`src/logic/mds_pkg.sv`:
```
/*
 Shared constants and types of the modulation data source block.
 Assumes a single 100 MHz system clock and an SPI style register port.
*/
package mds_pkg;

   // Register addresses (7-bit SPI address space)
   localparam logic [6:0] MDS_A_IE1 = 7'h05;
   localparam logic [6:0] MDS_A_IE2 = 7'h06;
   localparam logic [6:0] MDS_A_OPM = 7'h07;
   localparam logic [6:0] MDS_A_OP2 = 7'h08;
   localparam logic [6:0] MDS_A_PHC = 7'h30;
   localparam logic [6:0] MDS_A_MOD = 7'h71;
   localparam logic [6:0] MDS_A_FIFO = 7'h7f;

   // Bit positions
   localparam int unsigned MDS_B_PLLON = 1;
   localparam int unsigned MDS_B_RXON = 2;
   localparam int unsigned MDS_B_TXON = 3;
   localparam int unsigned MDS_B_MPK = 4;
   localparam int unsigned MDS_B_PHEN = 3;

   // Reset values
   localparam logic [7:0] MDS_MOD_RST = 8'h00;
   localparam logic [7:0] MDS_OPM_RST = 8'h00;
   localparam logic [7:0] MDS_REG_RST = 8'h00;
   localparam logic [8:0] MDS_PN9_SEED = 9'h1ff;

   // Sizes and counts
   localparam int unsigned MDS_FIFO_W = 8;
   localparam int unsigned MDS_FIFO_D = 4;
   localparam logic [2:0] MDS_BIT_LAST = 3'h7;

   typedef enum logic [1:0] {MDS_CW, MDS_OOK, MDS_FSK, MDS_GAUSSIAN_FSK} mds_mod_e;
   typedef enum logic [1:0] {MDS_SRC_GPIO, MDS_SRC_SDI, MDS_SRC_FIFO,
      MDS_SRC_PN9} mds_src_e;
   typedef enum logic [1:0] {MDS_CLK_NONE, MDS_CLK_GPIO, MDS_CLK_SDO,
      MDS_CLK_IRQ} mds_clk_e;
   typedef enum logic [1:0] {MDS_STANDBY, MDS_TUNE, MDS_TX,
      MDS_RX} mds_state_e;

   // Layout of the modulation mode control register, msb first
   typedef struct packed {
      mds_clk_e clk;
      mds_src_e src;
      logic inv;
      logic dev_msb;
      mds_mod_e mods;
   } mds_cfg_s;

   // One two-way pin: level driven and its active-low enable
   typedef struct packed {
      logic out;
      logic oe_n;
   } mds_pin_s;

endpackage

```
`src/logic/mds_modsrc.sv`:
```
/*
 Modulation data source control: SPI register port, source selection,
 data clock routing, automatic TX/RX exit and a small byte FIFO.
 Assumes a half-bit tick from the data rate generator and a demodulator
 bit, sync and packet-valid strobes, all on sys_clk.
*/
// How it works
// - modtyp field picks carrier, keying type
// - Gaussian keying in direct needs data clock
// - source field picks gpio, sdi, FIFO, pseudorandom
// - inversion bit flips transmit data polarity
// - FIFO reached through one burst access register
// - packet handler wraps FIFO bytes in frame
// - no handler: host loads whole packet
// - receive stores only bytes after sync
// - demodulated bits shown live during FIFO receive
// - packet events exit to programmed idle state
// - packet sent clears txon, tune or standby
// - packet valid clears rxon unless multi-packet
// - direct mode bypasses FIFO, real time
// - clock routing field picks clock pin
// - plain keying needs data pin only
// - direct receive drives data, clock live
// - host programs preamble threshold for direct
// - transmit clock square wave at data rate
// - all keying types in synchronous direct
// - never store preamble or sync bytes
// - serial pins are SPI while select low
// - interrupt pin clocks only with none enabled
// - no Gaussian keying in asynchronous direct
`timescale 1ns/1ns

module mds_fifo #(
   parameter int unsigned W = 8,
   parameter int unsigned D = 4
) (
   input wire logic sys_clk,
   input wire logic rst,
   input wire logic wr_valid,
   output logic wr_ready,
   input wire logic [W-1:0] wr_data,
   output logic rd_valid,
   input wire logic rd_ready,
   output logic [W-1:0] rd_data
);
   localparam int unsigned AW = $clog2(D);
   typedef struct packed {
      logic [D-1:0][W-1:0] mem;
      logic [AW-1:0] wp;
      logic [AW-1:0] rp;
      logic [AW:0] cnt;
   } mds_fifo_s;
   mds_fifo_s s_ff, nxt_s;
   logic push, pop;

   // Handshakes; full and empty come straight from the count
   assign wr_ready = (s_ff.cnt != (AW+1)'(D));
   assign rd_valid = (s_ff.cnt != '0);
   assign rd_data = s_ff.mem[s_ff.rp];
   assign push = wr_valid & wr_ready;
   assign pop = rd_valid & rd_ready;

   // Pointer and count update
   always_comb
   begin
      nxt_s = s_ff;
      if (push)
      begin
         nxt_s.mem[s_ff.wp] = wr_data;
         nxt_s.wp = (s_ff.wp == AW'(D - 1)) ? '0 : s_ff.wp + 1'b1;
      end
      if (pop)
         nxt_s.rp = (s_ff.rp == AW'(D - 1)) ? '0 : s_ff.rp + 1'b1;
      nxt_s.cnt = s_ff.cnt + (AW+1)'(push) - (AW+1)'(pop);
   end

   always_ff @(posedge sys_clk)
   begin
      if (rst)
         s_ff <= '0;
      else
         s_ff <= nxt_s;
   end
endmodule // mds_fifo

module mds_modsrc (
   input wire logic sys_clk,
   input wire logic rst,
   input wire logic chip_select_n,
   input wire logic spi_clk,
   input wire logic sdi_in,
   input wire logic gpio_data_in,
   input wire logic half_bit_tick,
   input wire logic rx_demod_bit,
   input wire logic rx_sync_seen,
   input wire logic pkt_valid,
   input wire logic irq_request,
   output mds_pkg::mds_pin_s sdi_pin,
   output mds_pkg::mds_pin_s sdo_pin,
   output logic gpio_clk_out,
   output logic rx_bit_output,
   output logic interrupt_out_n,
   output logic tx_mod_bit,
   output mds_pkg::mds_mod_e mod_type_out,
   output mds_pkg::mds_state_e op_state,
   output logic ph_wrap,
   output logic pkt_sent
);
   import mds_pkg::*;

   typedef struct packed {
      logic cs_m, cs_s, sck_m, sck_s, sck_d, sdi_m, sdi_s, gdi_m, gdi_s;
      logic [2:0] bcnt;
      logic first;
      logic wr;
      logic [6:0] addr;
      logic [7:0] shin;
      logic [7:0] shout;
      logic [7:0] ie1, ie2, opm, op2, phc;
      mds_cfg_s mc;
      mds_cfg_s act;
      mds_state_e st;
      logic dclk;
      logic [8:0] lfsr;
      logic [7:0] txsh;
      logic [2:0] txcnt;
      logic txgo;
      logic rxcol;
      logic [7:0] rxsh;
      logic [2:0] rxcnt;
      logic rxpend;
      logic [7:0] rxbyte;
      mds_pin_s sdo, sdi;
      logic gclk, rxbit, irqn, txbit, wrap, sent;
      mds_mod_e mo;
   } mds_top_s;

   mds_top_s s_ff, nxt_s;
   logic f_wv, f_wr, f_rv, f_rr;
   logic [7:0] f_wd, f_rd;

   // Single buffer; its owner flips with the TX/RX direction
   mds_fifo #(.W(MDS_FIFO_W), .D(MDS_FIFO_D)) u_fifo (
      .sys_clk(sys_clk),
      .rst(rst),
      .wr_valid(f_wv),
      .wr_ready(f_wr),
      .wr_data(f_wd),
      .rd_valid(f_rv),
      .rd_ready(f_rr),
      .rd_data(f_rd)
   );

   // Register readback; FIFO reads return zero when empty
   function automatic logic [7:0] mds_rd(input mds_top_s s,
      input logic [6:0] a, input logic fv, input logic [7:0] fd);
      logic [7:0] r;
      r = 8'h00;
      unique case (a)
         MDS_A_IE1: r = s.ie1;
         MDS_A_IE2: r = s.ie2;
         MDS_A_OPM: r = s.opm;
         MDS_A_OP2: r = s.op2;
         MDS_A_PHC: r = s.phc;
         MDS_A_MOD: r = s.mc;
         MDS_A_FIFO: r = fv ? fd : 8'h00;
         default: r = 8'h00;
      endcase
      return r;
   endfunction

   // Next state of the whole block
   always_comb
   begin
      logic rise, fall, rd, act_on, edge_up, direct, async_m, pin;
      logic [7:0] byte_in;
      logic [6:0] ra;
      rise = s_ff.sck_s & ~s_ff.sck_d;
      fall = ~s_ff.sck_s & s_ff.sck_d;
      byte_in = {s_ff.shin[6:0], s_ff.sdi_s};
      rd = 1'b0;
      ra = s_ff.addr;
      act_on = (s_ff.st == MDS_TX) || (s_ff.st == MDS_RX);
      direct = ~s_ff.act.src[1];
      async_m = direct && (s_ff.act.clk == MDS_CLK_NONE);
      pin = (s_ff.act.src == MDS_SRC_GPIO) ? s_ff.gdi_s
         : (s_ff.sdi_s & s_ff.cs_s);
      edge_up = act_on & half_bit_tick & ~s_ff.dclk;
      nxt_s = s_ff;
      f_wv = 1'b0;
      f_wd = byte_in;
      f_rr = 1'b0;
      nxt_s.sent = 1'b0;

      // Two-stage synchronisers for every pin input
      nxt_s.cs_m = chip_select_n;
      nxt_s.cs_s = s_ff.cs_m;
      nxt_s.sck_m = spi_clk;
      nxt_s.sck_s = s_ff.sck_m;
      nxt_s.sck_d = s_ff.sck_s;
      nxt_s.sdi_m = sdi_in;
      nxt_s.sdi_s = s_ff.sdi_m;
      nxt_s.gdi_m = gpio_data_in;
      nxt_s.gdi_s = s_ff.gdi_m;

      // Operating state follows the on bits; config latched on entry
      if (s_ff.opm[MDS_B_TXON])
         nxt_s.st = MDS_TX;
      else if (s_ff.opm[MDS_B_RXON])
         nxt_s.st = MDS_RX;
      else if (s_ff.opm[MDS_B_PLLON])
         nxt_s.st = MDS_TUNE;
      else
         nxt_s.st = MDS_STANDBY;
      if (!act_on && (nxt_s.st == MDS_TX || nxt_s.st == MDS_RX))
         nxt_s.act = s_ff.mc;

      // Data clock is a square wave, one period per bit; it runs from
      // receive entry so bit timing is held through the preamble
      if (!act_on)
         nxt_s.dclk = 1'b0;
      else if (half_bit_tick)
         nxt_s.dclk = ~s_ff.dclk;

      // Transmit data path
      if (s_ff.st != MDS_TX)
      begin
         nxt_s.txcnt = 3'h0;
         nxt_s.txgo = 1'b0;
         nxt_s.lfsr = MDS_PN9_SEED;
      end
      else if (async_m)
         nxt_s.txbit = pin ^ s_ff.act.inv;
      else if (edge_up)
      begin
         unique case (s_ff.act.src)
            MDS_SRC_GPIO, MDS_SRC_SDI:
               nxt_s.txbit = pin ^ s_ff.act.inv;
            MDS_SRC_PN9:
            begin
               nxt_s.txbit = s_ff.lfsr[8] ^ s_ff.act.inv;
               nxt_s.lfsr = {s_ff.lfsr[7:0],
                  s_ff.lfsr[8] ^ s_ff.lfsr[4]};
            end
            MDS_SRC_FIFO:
            begin
               if (s_ff.txcnt != 3'h0)
               begin
                  nxt_s.txbit = s_ff.txsh[7] ^ s_ff.act.inv;
                  nxt_s.txsh = {s_ff.txsh[6:0], 1'b0};
                  nxt_s.txcnt = s_ff.txcnt - 3'h1;
               end
               else if (f_rv)
               begin
                  f_rr = 1'b1;
                  nxt_s.txbit = f_rd[7] ^ s_ff.act.inv;
                  nxt_s.txsh = {f_rd[6:0], 1'b0};
                  nxt_s.txcnt = MDS_BIT_LAST;
                  nxt_s.txgo = 1'b1;
               end
               else if (s_ff.txgo)
               begin
                  // FIFO drained: drop back to the idle bits
                  nxt_s.sent = 1'b1;
                  nxt_s.txgo = 1'b0;
                  nxt_s.opm[MDS_B_TXON] = 1'b0;
               end
            end
         endcase
      end
      // Frame fields are added only with the handler on
      nxt_s.wrap = (s_ff.st == MDS_TX) && (s_ff.act.src == MDS_SRC_FIFO)
         && s_ff.phc[MDS_B_PHEN];

      // Receive data path; bytes only after sync, never the preamble
      nxt_s.rxbit = (s_ff.st == MDS_RX) & rx_demod_bit;
      if (s_ff.st != MDS_RX || s_ff.act.src != MDS_SRC_FIFO)
      begin
         nxt_s.rxcol = 1'b0;
         nxt_s.rxcnt = 3'h0;
      end
      else
      begin
         if (rx_sync_seen)
            nxt_s.rxcol = 1'b1;
         f_wv = s_ff.rxpend;
         f_wd = s_ff.rxbyte;
         if (f_wr)
            nxt_s.rxpend = 1'b0;
         if (edge_up && s_ff.rxcol)
         begin
            nxt_s.rxsh = {s_ff.rxsh[6:0], rx_demod_bit};
            nxt_s.rxcnt = s_ff.rxcnt + 3'h1;
            if (s_ff.rxcnt == MDS_BIT_LAST)
            begin
               nxt_s.rxpend = 1'b1; // a full buffer overwrites here
               nxt_s.rxbyte = {s_ff.rxsh[6:0], rx_demod_bit};
            end
         end
         if (pkt_valid)
         begin
            nxt_s.rxcol = 1'b0;
            nxt_s.rxcnt = 3'h0;
            if (!s_ff.op2[MDS_B_MPK])
               nxt_s.opm[MDS_B_RXON] = 1'b0;
         end
      end

      // SPI slave: address byte, then burst data bytes
      if (s_ff.cs_s)
      begin
         nxt_s.bcnt = 3'h0;
         nxt_s.first = 1'b1;
      end
      else if (rise)
      begin
         nxt_s.shin = byte_in;
         nxt_s.bcnt = s_ff.bcnt + 3'h1;
         if (s_ff.bcnt == MDS_BIT_LAST && s_ff.first)
         begin
            nxt_s.first = 1'b0;
            nxt_s.wr = byte_in[7];
            nxt_s.addr = byte_in[6:0];
            ra = byte_in[6:0];
            rd = ~byte_in[7];
         end
         else if (s_ff.bcnt == MDS_BIT_LAST)
         begin
            if (s_ff.wr)
            begin
               unique case (s_ff.addr)
                  MDS_A_IE1: nxt_s.ie1 = byte_in;
                  MDS_A_IE2: nxt_s.ie2 = byte_in;
                  MDS_A_OPM: nxt_s.opm = byte_in;
                  MDS_A_OP2: nxt_s.op2 = byte_in;
                  MDS_A_PHC: nxt_s.phc = byte_in;
                  MDS_A_MOD: nxt_s.mc = byte_in;
                  MDS_A_FIFO:
                     if (s_ff.st != MDS_RX)
                        f_wv = 1'b1;
                  default: ;
               endcase
            end
            // Burst stays on the FIFO, walks other addresses
            if (s_ff.addr != MDS_A_FIFO)
               nxt_s.addr = s_ff.addr + 7'h1;
            ra = nxt_s.addr;
            rd = ~s_ff.wr;
         end
      end
      else if (fall && s_ff.bcnt != 3'h0)
         nxt_s.shout = {s_ff.shout[6:0], 1'b0};
      if (rd)
      begin
         nxt_s.shout = mds_rd(s_ff, ra, f_rv, f_rd);
         if (ra == MDS_A_FIFO && s_ff.st != MDS_TX)
            f_rr = 1'b1;
      end

      // Pin routing; the serial pins belong to SPI while selected
      if (!s_ff.cs_s)
         nxt_s.sdo = '{out: nxt_s.shout[7], oe_n: 1'b0};
      else if (act_on && s_ff.act.clk == MDS_CLK_SDO)
         nxt_s.sdo = '{out: s_ff.dclk, oe_n: 1'b0};
      else
         nxt_s.sdo = '{out: 1'b0, oe_n: 1'b1};
      if (s_ff.cs_s && s_ff.st == MDS_RX && s_ff.act.src == MDS_SRC_SDI)
         nxt_s.sdi = '{out: rx_demod_bit, oe_n: 1'b0};
      else
         nxt_s.sdi = '{out: 1'b0, oe_n: 1'b1};
      nxt_s.gclk = act_on && (s_ff.act.clk == MDS_CLK_GPIO) && s_ff.dclk;
      if (act_on && s_ff.act.clk == MDS_CLK_IRQ && s_ff.ie1 == 8'h00
         && s_ff.ie2 == 8'h00)
         nxt_s.irqn = s_ff.dclk;
      else
         nxt_s.irqn = ~irq_request;

      // Gaussian shaping needs a known rate, so async falls back
      if (s_ff.act.mods == MDS_GAUSSIAN_FSK && async_m)
         nxt_s.mo = MDS_FSK;
      else
         nxt_s.mo = s_ff.act.mods;
   end

   always_ff @(posedge sys_clk)
   begin
      if (rst)
      begin
         s_ff <= '0;
         s_ff.cs_m <= 1'b1;
         s_ff.cs_s <= 1'b1;
         s_ff.first <= 1'b1;
         s_ff.mc <= MDS_MOD_RST;
         s_ff.act <= MDS_MOD_RST;
         s_ff.opm <= MDS_OPM_RST;
         s_ff.op2 <= MDS_REG_RST;
         s_ff.lfsr <= MDS_PN9_SEED;
         s_ff.sdo.oe_n <= 1'b1;
         s_ff.sdi.oe_n <= 1'b1;
         s_ff.irqn <= 1'b1;
      end
      else
         s_ff <= nxt_s;
   end

   // Outputs straight from the state register
   assign sdi_pin = s_ff.sdi;
   assign sdo_pin = s_ff.sdo;
   assign gpio_clk_out = s_ff.gclk;
   assign rx_bit_output = s_ff.rxbit;
   assign interrupt_out_n = s_ff.irqn;
   assign tx_mod_bit = s_ff.txbit;
   assign mod_type_out = s_ff.mo;
   assign op_state = s_ff.st;
   assign ph_wrap = s_ff.wrap;
   assign pkt_sent = s_ff.sent;
endmodule // mds_modsrc

```
`config.mk`:
```
export PLATFORM = sky130hd
export DESIGN_NAME = mds_modsrc
export DESIGN_NICKNAME = d
export VERILOG_FILES = /design/src/logic/mds_pkg.sv /design/src/logic/mds_modsrc.sv
export SDC_FILE = /design/constraint.sdc
export NUM_CORES = 1
export LEC_CHECK = 0
export BUFFER_PORTS_ARGS = -buffer_cell sky130_fd_sc_hd__clkbuf_2
export CAP_MARGIN = 20
export CORE_UTILIZATION = 67
export DETAILED_ROUTE_END_ITERATION = 6
export PLACE_DENSITY = 0.85
export SKIP_LAST_GASP = 1
export SLEW_MARGIN = 20
export SYNTH_ARGS = -nofsm -noshare
export SYNTH_HDL_FRONTEND = slang
export SYNTH_SLANG_ARGS = --single-unit
```
`constraint.sdc`:
```
create_clock -name sys_clk -period 11.1 [get_ports sys_clk]
set_clock_uncertainty 0.1 [all_clocks]
set_input_delay 3.33 -clock sys_clk [delete_from_list [all_inputs] [get_ports sys_clk]]
set_output_delay 3.33 -clock sys_clk [all_outputs]
set_load 0.03 [all_outputs]
```
-- Word level (Yosys, flattened, before mapping)
Index checks and enable logic that the tools add are counted.
- magnitude comparators: 3
- bitwise operators: 30
- multiplexer cells: 79
- equality and inequality tests: 37
- add/subtract/negate cells: 8
- reductions and logical operators: 57
- operator list (operator ; number):
    $mux W48 ; 4
    $mux W8 ; 13
    $mux W56 ; 1
    $pmux W8 S7 ; 1
    $eq A7 B3 Y1 const B ; 6
    $mux W1 ; 40
    $reduce_and A6 Y1 ; 6
    $mux W7 ; 5
    $bwmux W32 ; 1
    $eq A7 B7 Y1 const B ; 4
    $eq A2 B2 Y1 const B ; 11
    $mux W11 ; 2
    $logic_and A1 B1 Y1 ; 18
    $mux W9 ; 2
    $not A1 Y1 ; 17
    $bmux W8 S2 ; 1
    $demux W8 S2 ; 1
    $logic_not A8 Y1 ; 2
    $reduce_and A3 Y1 ; 5
    $eq A7 B4 Y1 const B ; 2
    $eq A7 B6 Y1 const B ; 2
    $mux W2 ; 7
    $reduce_or A2 Y1 ; 6
    $reduce_bool A3 Y1 ; 3
    other kinds (27) ; 54
- bits of input ports: 11
- bits in registers: 187
- output and inout bits: 14
- word-level logic and storage cells: 275

-- Depth between registers and ports, before layout
Gate-level depths: netlist of the first run.
- depth in word-level cells: 15
- mapped depth: 16
- mapped depth without buffers: 14

-- Cells and area by module
Synthesis of the first run repeated with hierarchy kept, for this count alone.
- cells, all modules: 983
- area total of the unflattened synthesis: 8597.0 um2
- modules (own cells, without submodules) (module ; cells each ; sequential area each (um2) ; times used ; area an instance (um2)):
    mds_modsrc ; 813 ; 2922.8 ; 1 ; 6702.7
    mds_fifo ; 170 ; 780.7 ; 1 ; 1894.3

-- Least setup slack after synthesis of the first run
OpenSTA, ideal clock, no wires.
- path kind: input -> register
- start point: in half_bit_tick
- end point: reg u_fifo.s_ff[1] (netlist bit)
- library setup time: 0.127 ns
- required time: 10.873 ns
- arrival time: 5.252 ns
- stages on the path: 10
- path slack: 5.621 ns
- buffers on the path: 0
- cell sequence: nand2_1 nor2_1 and3_1 nand2_1 a21oi_1 ha_1 inv_1 ha_1 fa_1 nor2b_1
- RTL lines (item ; line ; text):
    start: declaration ; mds_modsrc.sv:93 ; input wire logic half_bit_tick,
    end signal: assignment ; mds_modsrc.sv:82 ; s_ff <= nxt_s;
    end: declaration ; mds_modsrc.sv:53 ; mds_fifo_s s_ff, nxt_s;

-- Final worst setup path of the first run
- start point: in half_bit_tick
- end point: reg s_ff[15] (netlist bit)
- cells in the longest elaborated chain, start to end: 4
- RTL lines (item ; line ; text):
    $and A1 B1 Y1 (2 in a row) ; mds_modsrc.sv:188 ; edge_up = act_on & half_bit_tick & ~s_ff.dclk;
    $logic_and A1 B1 Y1 ; mds_modsrc.sv:290 ; if (edge_up && s_ff.rxcol)
    $reduce_and A3 Y1 (no source line) ; -- ;
    end signal: assignment ; mds_modsrc.sv:403 ; s_ff <= nxt_s;
    end: declaration ; mds_modsrc.sv:138 ; mds_top_s s_ff, nxt_s;
No other way between the ends.
A chain may end at the register's enable or synchronous reset.

==> results.md, run 1 <==
* Status: completed
* Io pins at 25
* Synth Instances at 980
* DR WL/cell at 17.87 um
* Net Sw Frac at 19.78%
* Combinational power share at 1.3%
* Post-synth ARST share at 0%
* P&R area growth vs syn at 7.542%
* Flops & latches, synth at 185
* Reg2Reg Setup Slack at 6100 ps
* Port Buffers at 24
* Hold_sp: nxt_s[148]$_SDFF_PP1_
* Count leader, synth: dfxtp_1
* Postcts setup bufs at 0
* Tot GR Track Use at 31.72%
* H-tree levels at 4
* Total Neg Setup Slack at 0 ps
* # nets final at 985
* Synth top area cells: dfxtp_1 (44%), nand2_1 (7.5%), mux2i_1 (7.4%), a21oi_1 (5.1%), nor2_1 (4.2%)
* Post-synth top cells: dfxtp_1 (185), nand2_1 (169), nor2_1 (96), a21oi_1 (86), mux2i_1 (63)
* Setup-failing EPs final at 0
* Vias in the first global route at 6,262
* Num rows at 40
* Post-DP HPWL at 12.80 mm
* Reg-to-reg critical path endpoint: u_fifo.s_ff[1]$_SDFF_PP0_
* Remaining DRCs at 0
* Worst-Margin Slew at 1002 ps
* Top-area cell type share of the netlist area at 43.52%
* First-pass GRT wire length at 31.96 mm
* Clock slew at reported path FFs at 60 ps
* DRT Wirelength at 20.26 mm
* Fmax at 171.2 MHz
* Placed Instances at 1,104
* Synthesized area at 0.008511 mm^2
* Syn_area_per_cell at 8.684 um^2
* Clock Sink Count at 185
* Seq/Total Area, Yosys at 43.52%
* Period minus WS final at 5841 ps
* Detail Route Antenna Nets at 0
* Worst slew margin at 32.88%
* DR pass1 iterations at 6
* Final Max Tran Viols at 0
* Worst r2r src: s_ff[138]$_SDFFE_PP0P_
* CP Class: in2reg
* Clock tree root driver cell: clkbuf_16
* Die Width at 114.7 um
* Reg area at 0.003704 mm^2
* Largest area contributor in the netlist: dfxtp_1
* Hold_buf cts at 0
* Routability cong. at 0.9025
* Via count at 6,948
* CTS buffer count at 17
* CTS tree: yes
* Ant. Diodes at 0
* CORE AREA at 0.01221 mm^2
* MaxCap Viol Count at 0
* CTS Buffer Depth at 2
* Multi-input gate area at 0.004352 mm^2
* Number of cells upsized or downsized after cts at 0
* CP endpoint kind: flip-flop
* Power Density at 144.6 mW/mm^2
* Die ar. at 0.01316 mm^2
* Share of total power in the clock network at 48.2%
* Mapped Nets at 1,010
* Power Internal at 0.001062 W
* Net Switching at 0.0002618 W
* Initial antenna violation count at 0
* Die height at 114.7 um
* Leakage at 3.385 nW
* Worst EP arrival at 6020 ps
* Pin count of the biggest net entering global routing at 88
* Hold Path End: s_ff[148]$_SDFF_PP1_
* Hold WC Path Type: reg2reg
* Number of enable flip-flop cells after synthesis at 0
* WHS Path Cells at 1
* Layout cell share with drive strength beyond 1 at 11.18%
* Initial Utilization at 69.69%
* Drt initial violations at 873
* Later-pin clock latency in the skew report at 430 ps
* Non-filler instance count after layout at 1,134
* Top FF cell, synth: dfxtp_1
* Maximum VDD drop at 0.1129 mV
* Grt ovf at 0
* CP startpoint kind: input pin
* Largest fanout on the critical path at 16
* Avg Vias per Cell at 6.127
* Post-layout util at 74.95%
* Sequential share of power at 50.5%
* Period utilisation layout at 52.63%
* Synth warn at 0
* Reg2Reg Depth at 13
* Final hold viol count at 0
* RSZ-0062 raised after global routing: false
* Fill count at 891
* CP Data Required Time at 11,270 ps
* Post-synthesis cell type count at 69
power groups by stage:
stage	sequential (W)	combinational, W	clock (W)
2_1_floorplan	0.000681	0.0000136	0
3_3_place_gp	0.000683	0.0000174	0
3_5_place_dp	0.000683	0.0000174	0
4_1_cts	0.000668	0.0000176	0.000639
5_1_grt	0.000668	0.0000193	0.000664
6_report	0.000668	0.0000179	0.000638
per-layer routing:
layer  part of all wire [%]  track usage (%)  vias to the layer above
met2                     46            50.99                      288
met1                     43            41.53                     3290
met3                    7.5            6.406                       57
li1                       -                -                     3313
met5                      0                0                        -
met4                    3.2            14.03                        0
worst max-delay path by stage:
stage | from | endpoint | slack (ps) | cells past startpoint
floorplan | half_bit_tick | u_fifo.s_ff[1]$_SDFF_PP0_ | 5620 | 10
global placement | half_bit_tick | s_ff[14]$_SDFFE_PP0P_ | 4970 | 8
detailed placement | half_bit_tick | u_fifo.s_ff[1]$_SDFF_PP0_ | 4920 | 11
CTS | half_bit_tick | u_fifo.s_ff[1]$_SDFF_PP0_ | 5340 | 11
global route | half_bit_tick | s_ff[15]$_SDFFE_PP0P_ | 5010 | 8
finish | half_bit_tick | s_ff[15]$_SDFFE_PP0P_ | 5260 | 8
final cells by class:
cell class                      instances  share of cell area [%]
Sequential cell                       185                   40.46
Clock buffer                           22                   5.181
Multi-Input combinational cell        691                   47.55
Inverter                               33                   1.353
Clock inverter                          8                   1.572
Timing Repair Buffer                   27                   1.586
Tap cell                              168                   2.297
cells by family (layout without fill, tap and decap cells):
kind of cell,after synthesis,count (layout),share of synthesized area [%]
DFF,185,185,43.52
AOI/OAI and AO/OA,165,165,12.38
adders and majority gates,19,19,2.882
and+or+nand+nor,406,406,22.61
xor gates and xnor gates,8,8,0.8232
buffers and inverters,104,90,5.351
muxes,93,93,12.44
sequential cells by signal (all words and copies together) (netlist names):
| signal | flops |
|---|---|
| rx_bit_output | 1 |
| s_ff | 127 |
| nxt_s | 5 |
| mod_type_out | 2 |
| gpio_clk_out | 1 |
| op_state | 2 |
| u_fifo.s_ff | 39 |
| sdi_pin | 2 |
| pkt_sent | 1 |
| tx_mod_bit | 1 |
| sdo_pin | 2 |
| interrupt_out_n | 1 |
| ph_wrap | 1 |
critical path, cell delays in order:
cell,delay (ps)
clkbuf_2,100
nand2_1,50
nor2_1,680
nand2_1,400
nor2_1,790
nand2_1,410
nand2_1,170
a21oi_1,70
through the flow:
step | power [W] | hold WS (ps) | cell area [um^2] | worst slack (ps)
after floorplan | 0.0006950 | 289.5 | 8511 | 5621
after global placement | 0.0007002 | 310.6 | 8534 | 4974
after global routing | 0.001351 | 336.9 | 9153 | 5009
final | 0.001324 | 318.1 | 9153 | 5259
after detailed placement | 0.0007002 | 295.9 | 8534 | 4920
after CTS | 0.001325 | 319.4 | 9153 | 5341
cell usage in the layout (no fill, tap or decap), drive strengths merged, types with 6 or more instances in the layout:
| master | count |
|---|---|
| and2 | 8 |
| mux2 | 22 |
| clkbuf | 45 |
| a211oi | 13 |
| nand4 | 7 |
| o22ai | 9 |
| nand2 | 170 |
| inv | 33 |
| nor2 | 98 |
| mux2i | 63 |
| nor2b | 21 |
| a21oi | 86 |
| ha | 18 |
| nor3 | 21 |
| a22o | 6 |
| mux4 | 8 |
| nand3 | 37 |
| o21ai | 21 |
| and3 | 11 |
| dfxtp | 185 |
Power figures use the tool's default switching activity.
==> inputs of run 2 (changes only) <==
CORE_UTILIZATION = 62   (was 67)
PLACE_DENSITY = 0.79   (was 0.85)
clock period = 5.52 ns   (was 11.1 ns; I/O delays follow)
==> run 2 against run 1 <==
  * Critical endpoint is now u_fifo.s_ff[2]$_SDFF_PP0_
  * Via count decreased by 1.6%
  * Largest cell class unchanged
  * Flip-flop and latch count unchanged
  * Register-to-register slack got worse by 5300 ps
  * Worst setup slack got worse by 4500 ps
  * Highest routed layer unchanged
  * Total power increased by 92%
==> results.md, run 2 (synthesis gave the netlist of run 1 again) <==
* Via count at 6,840
* Final hold viol count at 0
* Avg Vias per Cell at 5.943
* MaxCap Viol Count at 0
* CP Class: reg2reg
* Setup-failing EPs final at 0
* Power Density at 277.2 mW/mm^2
* Period utilisation layout at 86.11%
* Post-DP HPWL at 13.25 mm
* Reg with most FFs: s_ff
* Reg2Reg Depth at 14
* Grt ovf at 0
* Worst EP arrival at 4950 ps
* Period minus WS final at 4753 ps
* Most frequent CP cell: ha_1
* WP buf/inv at 1
* Max incr delay on CP at 540 ps
* Non-filler instance count after layout at 1,151
* Port Buffers at 24
* Commonest non-fill, non-tap cell in the layout: dfxtp_1
* CP Data Required Time at 5720 ps
* Final Max Tran Viols at 0
* Worst-Margin Slew at 888.1 ps
* CP endpoint kind: flip-flop
* CP Cell Sequence: ha_1 -> ha_1 -> nand4bb_1 -> a32o_1 -> or3_1 -> nor3_1 -> nand4_1 -> a21oi_1 -> ha_1 -> inv_1 -> ha_1 -> fa_1 -> xnor2_1 -> nor2_1
* WHS Path Cells at 1
* Die Width at 119.2 um
* DR pass1 iterations at 5
* Die ar. at 0.01420 mm^2
* Pin count of the biggest net entering global routing at 52
* Tot GR Track Use at 28.95%
* CTS buffer count at 17
* WP depth at 14
* Number of cells upsized or downsized after cts at 0
* Clock Sink Count at 185
* Leakage at 3.384 nW
* CTS Buffer Depth at 2
* DRT Wirelength at 19.87 mm
* CORE AREA at 0.01330 mm^2
* Layout cell share with drive strength beyond 1 at 11.90%
* Largest fanout on the critical path at 18
* Later-pin clock latency in the skew report at 430 ps
* # nets final at 992
* Die height at 119.2 um
* Fmax at 210.4 MHz
* P&R area growth vs syn at 7.542%
* Critical path's top delay family: simple AND/OR/NAND/NOR gates
* Drt initial violations at 648
* Initial antenna violation count at 0
* Clock tree root driver cell: clkbuf_16
* Maximum VDD drop at 0.2335 mV
* Ant. Diodes at 0
* Most frequent cells in the layout: dfxtp_1 (185), nand2_1 (169), nor2_1 (96), a21oi_1 (86), mux2i_1 (63)
* CTS tree: yes
* RSZ-0062 raised after global routing: false
* First-pass GRT wire length at 31.75 mm
* Detail Route Antenna Nets at 0
* Clock slew at reported path FFs at 70 ps
* Status: completed
* Total Neg Setup Slack at 0 ps
* Hold WC Path Type: reg2reg
* Worst slew margin at 40.33%
* Postcts setup bufs at 0
* Vias in the first global route at 6,239
* H-tree levels at 4
* Num rows at 42
* Io pins at 25
* CP startpoint kind: flip-flop
* Max reg flops at 127
* Worst path slowest cell: nand4bb_1
* Initial Utilization at 64.01%
* Routability cong. at 0.9222
* Placed Instances at 1,119
* Remaining DRCs at 0
* DR WL/cell at 17.26 um
* Hold_buf cts at 0
## run 2: changes by cell type in the layout (fill, tap and decap cells not counted), sizes merged
cell	change
buf	+7
bufinv	-3
clkinvlp	+2
inv	+2
clkinv	+1
## run 2: report_power, final
group	total, W	leakage (nW)	switching [W]	internal, W
clock	0.00116	0.271	0.000510	0.000646
sequential	0.00134	1.49	0.00000218	0.00134
combinational	0.0000411	1.62	0.0000302	0.0000109
total	0.00254	3.38	0.000542	0.00199
## run 2: metal layers
layer  GRT usage [%]  routed length, um
met3           6.705               1382
met1           38.89               8942
met4           9.731                350
met2           45.71               9192
met5               0                  0
## run 2: cell type report
cell class	count	area (um^2)
fillers	1057	4143
inverters	33	123.9
clock buffers	22	464.2
clock inverters	10	91.34
repair buffers	34	197.7
multi-input cells	691	4352
flip-flops and latches	185	3704
well taps	176	220.2
## run 2: worst reg2reg max path, delay by kind of cell, from the launching register on
kind	cells	cell delay (ps)
buffers and inverters	1	40
xor gates and xnor gates	1	180
and+or+nand+nor	5	1670
adders and majority gates	5	1510
AOI/OAI and AO/OA	2	750
DFF	1	370
## run 2: metrics by stage
step	cell area (um^2)	util, %	setup slack, ps	total power (W)	hold WS (ps)
after detailed placement	8597	64.66	877.4	0.001411	302.1
after floorplan	8511	-	1715	0.001398	289.5
after global routing	9153	68.84	401.6	0.002612	333.1
after global placement	8597	64.66	1030	0.001411	307.0
final	9153	68.84	766.9	0.002537	319.3
after CTS	9153	68.84	842.6	0.002549	326.6
## run 2: worst paths after layout
check	startpoint	to	slack, ps
worst max-delay path	s_ff[138]$_SDFFE_PP0P_	u_fifo.s_ff[2]$_SDFF_PP0_	770
worst max register to register	s_ff[138]$_SDFFE_PP0P_	u_fifo.s_ff[2]$_SDFF_PP0_	770
worst min-delay path	nxt_s[148]$_SDFF_PP1_	s_ff[148]$_SDFF_PP1_	320
worst min register to register	nxt_s[148]$_SDFF_PP1_	s_ff[148]$_SDFF_PP1_	320
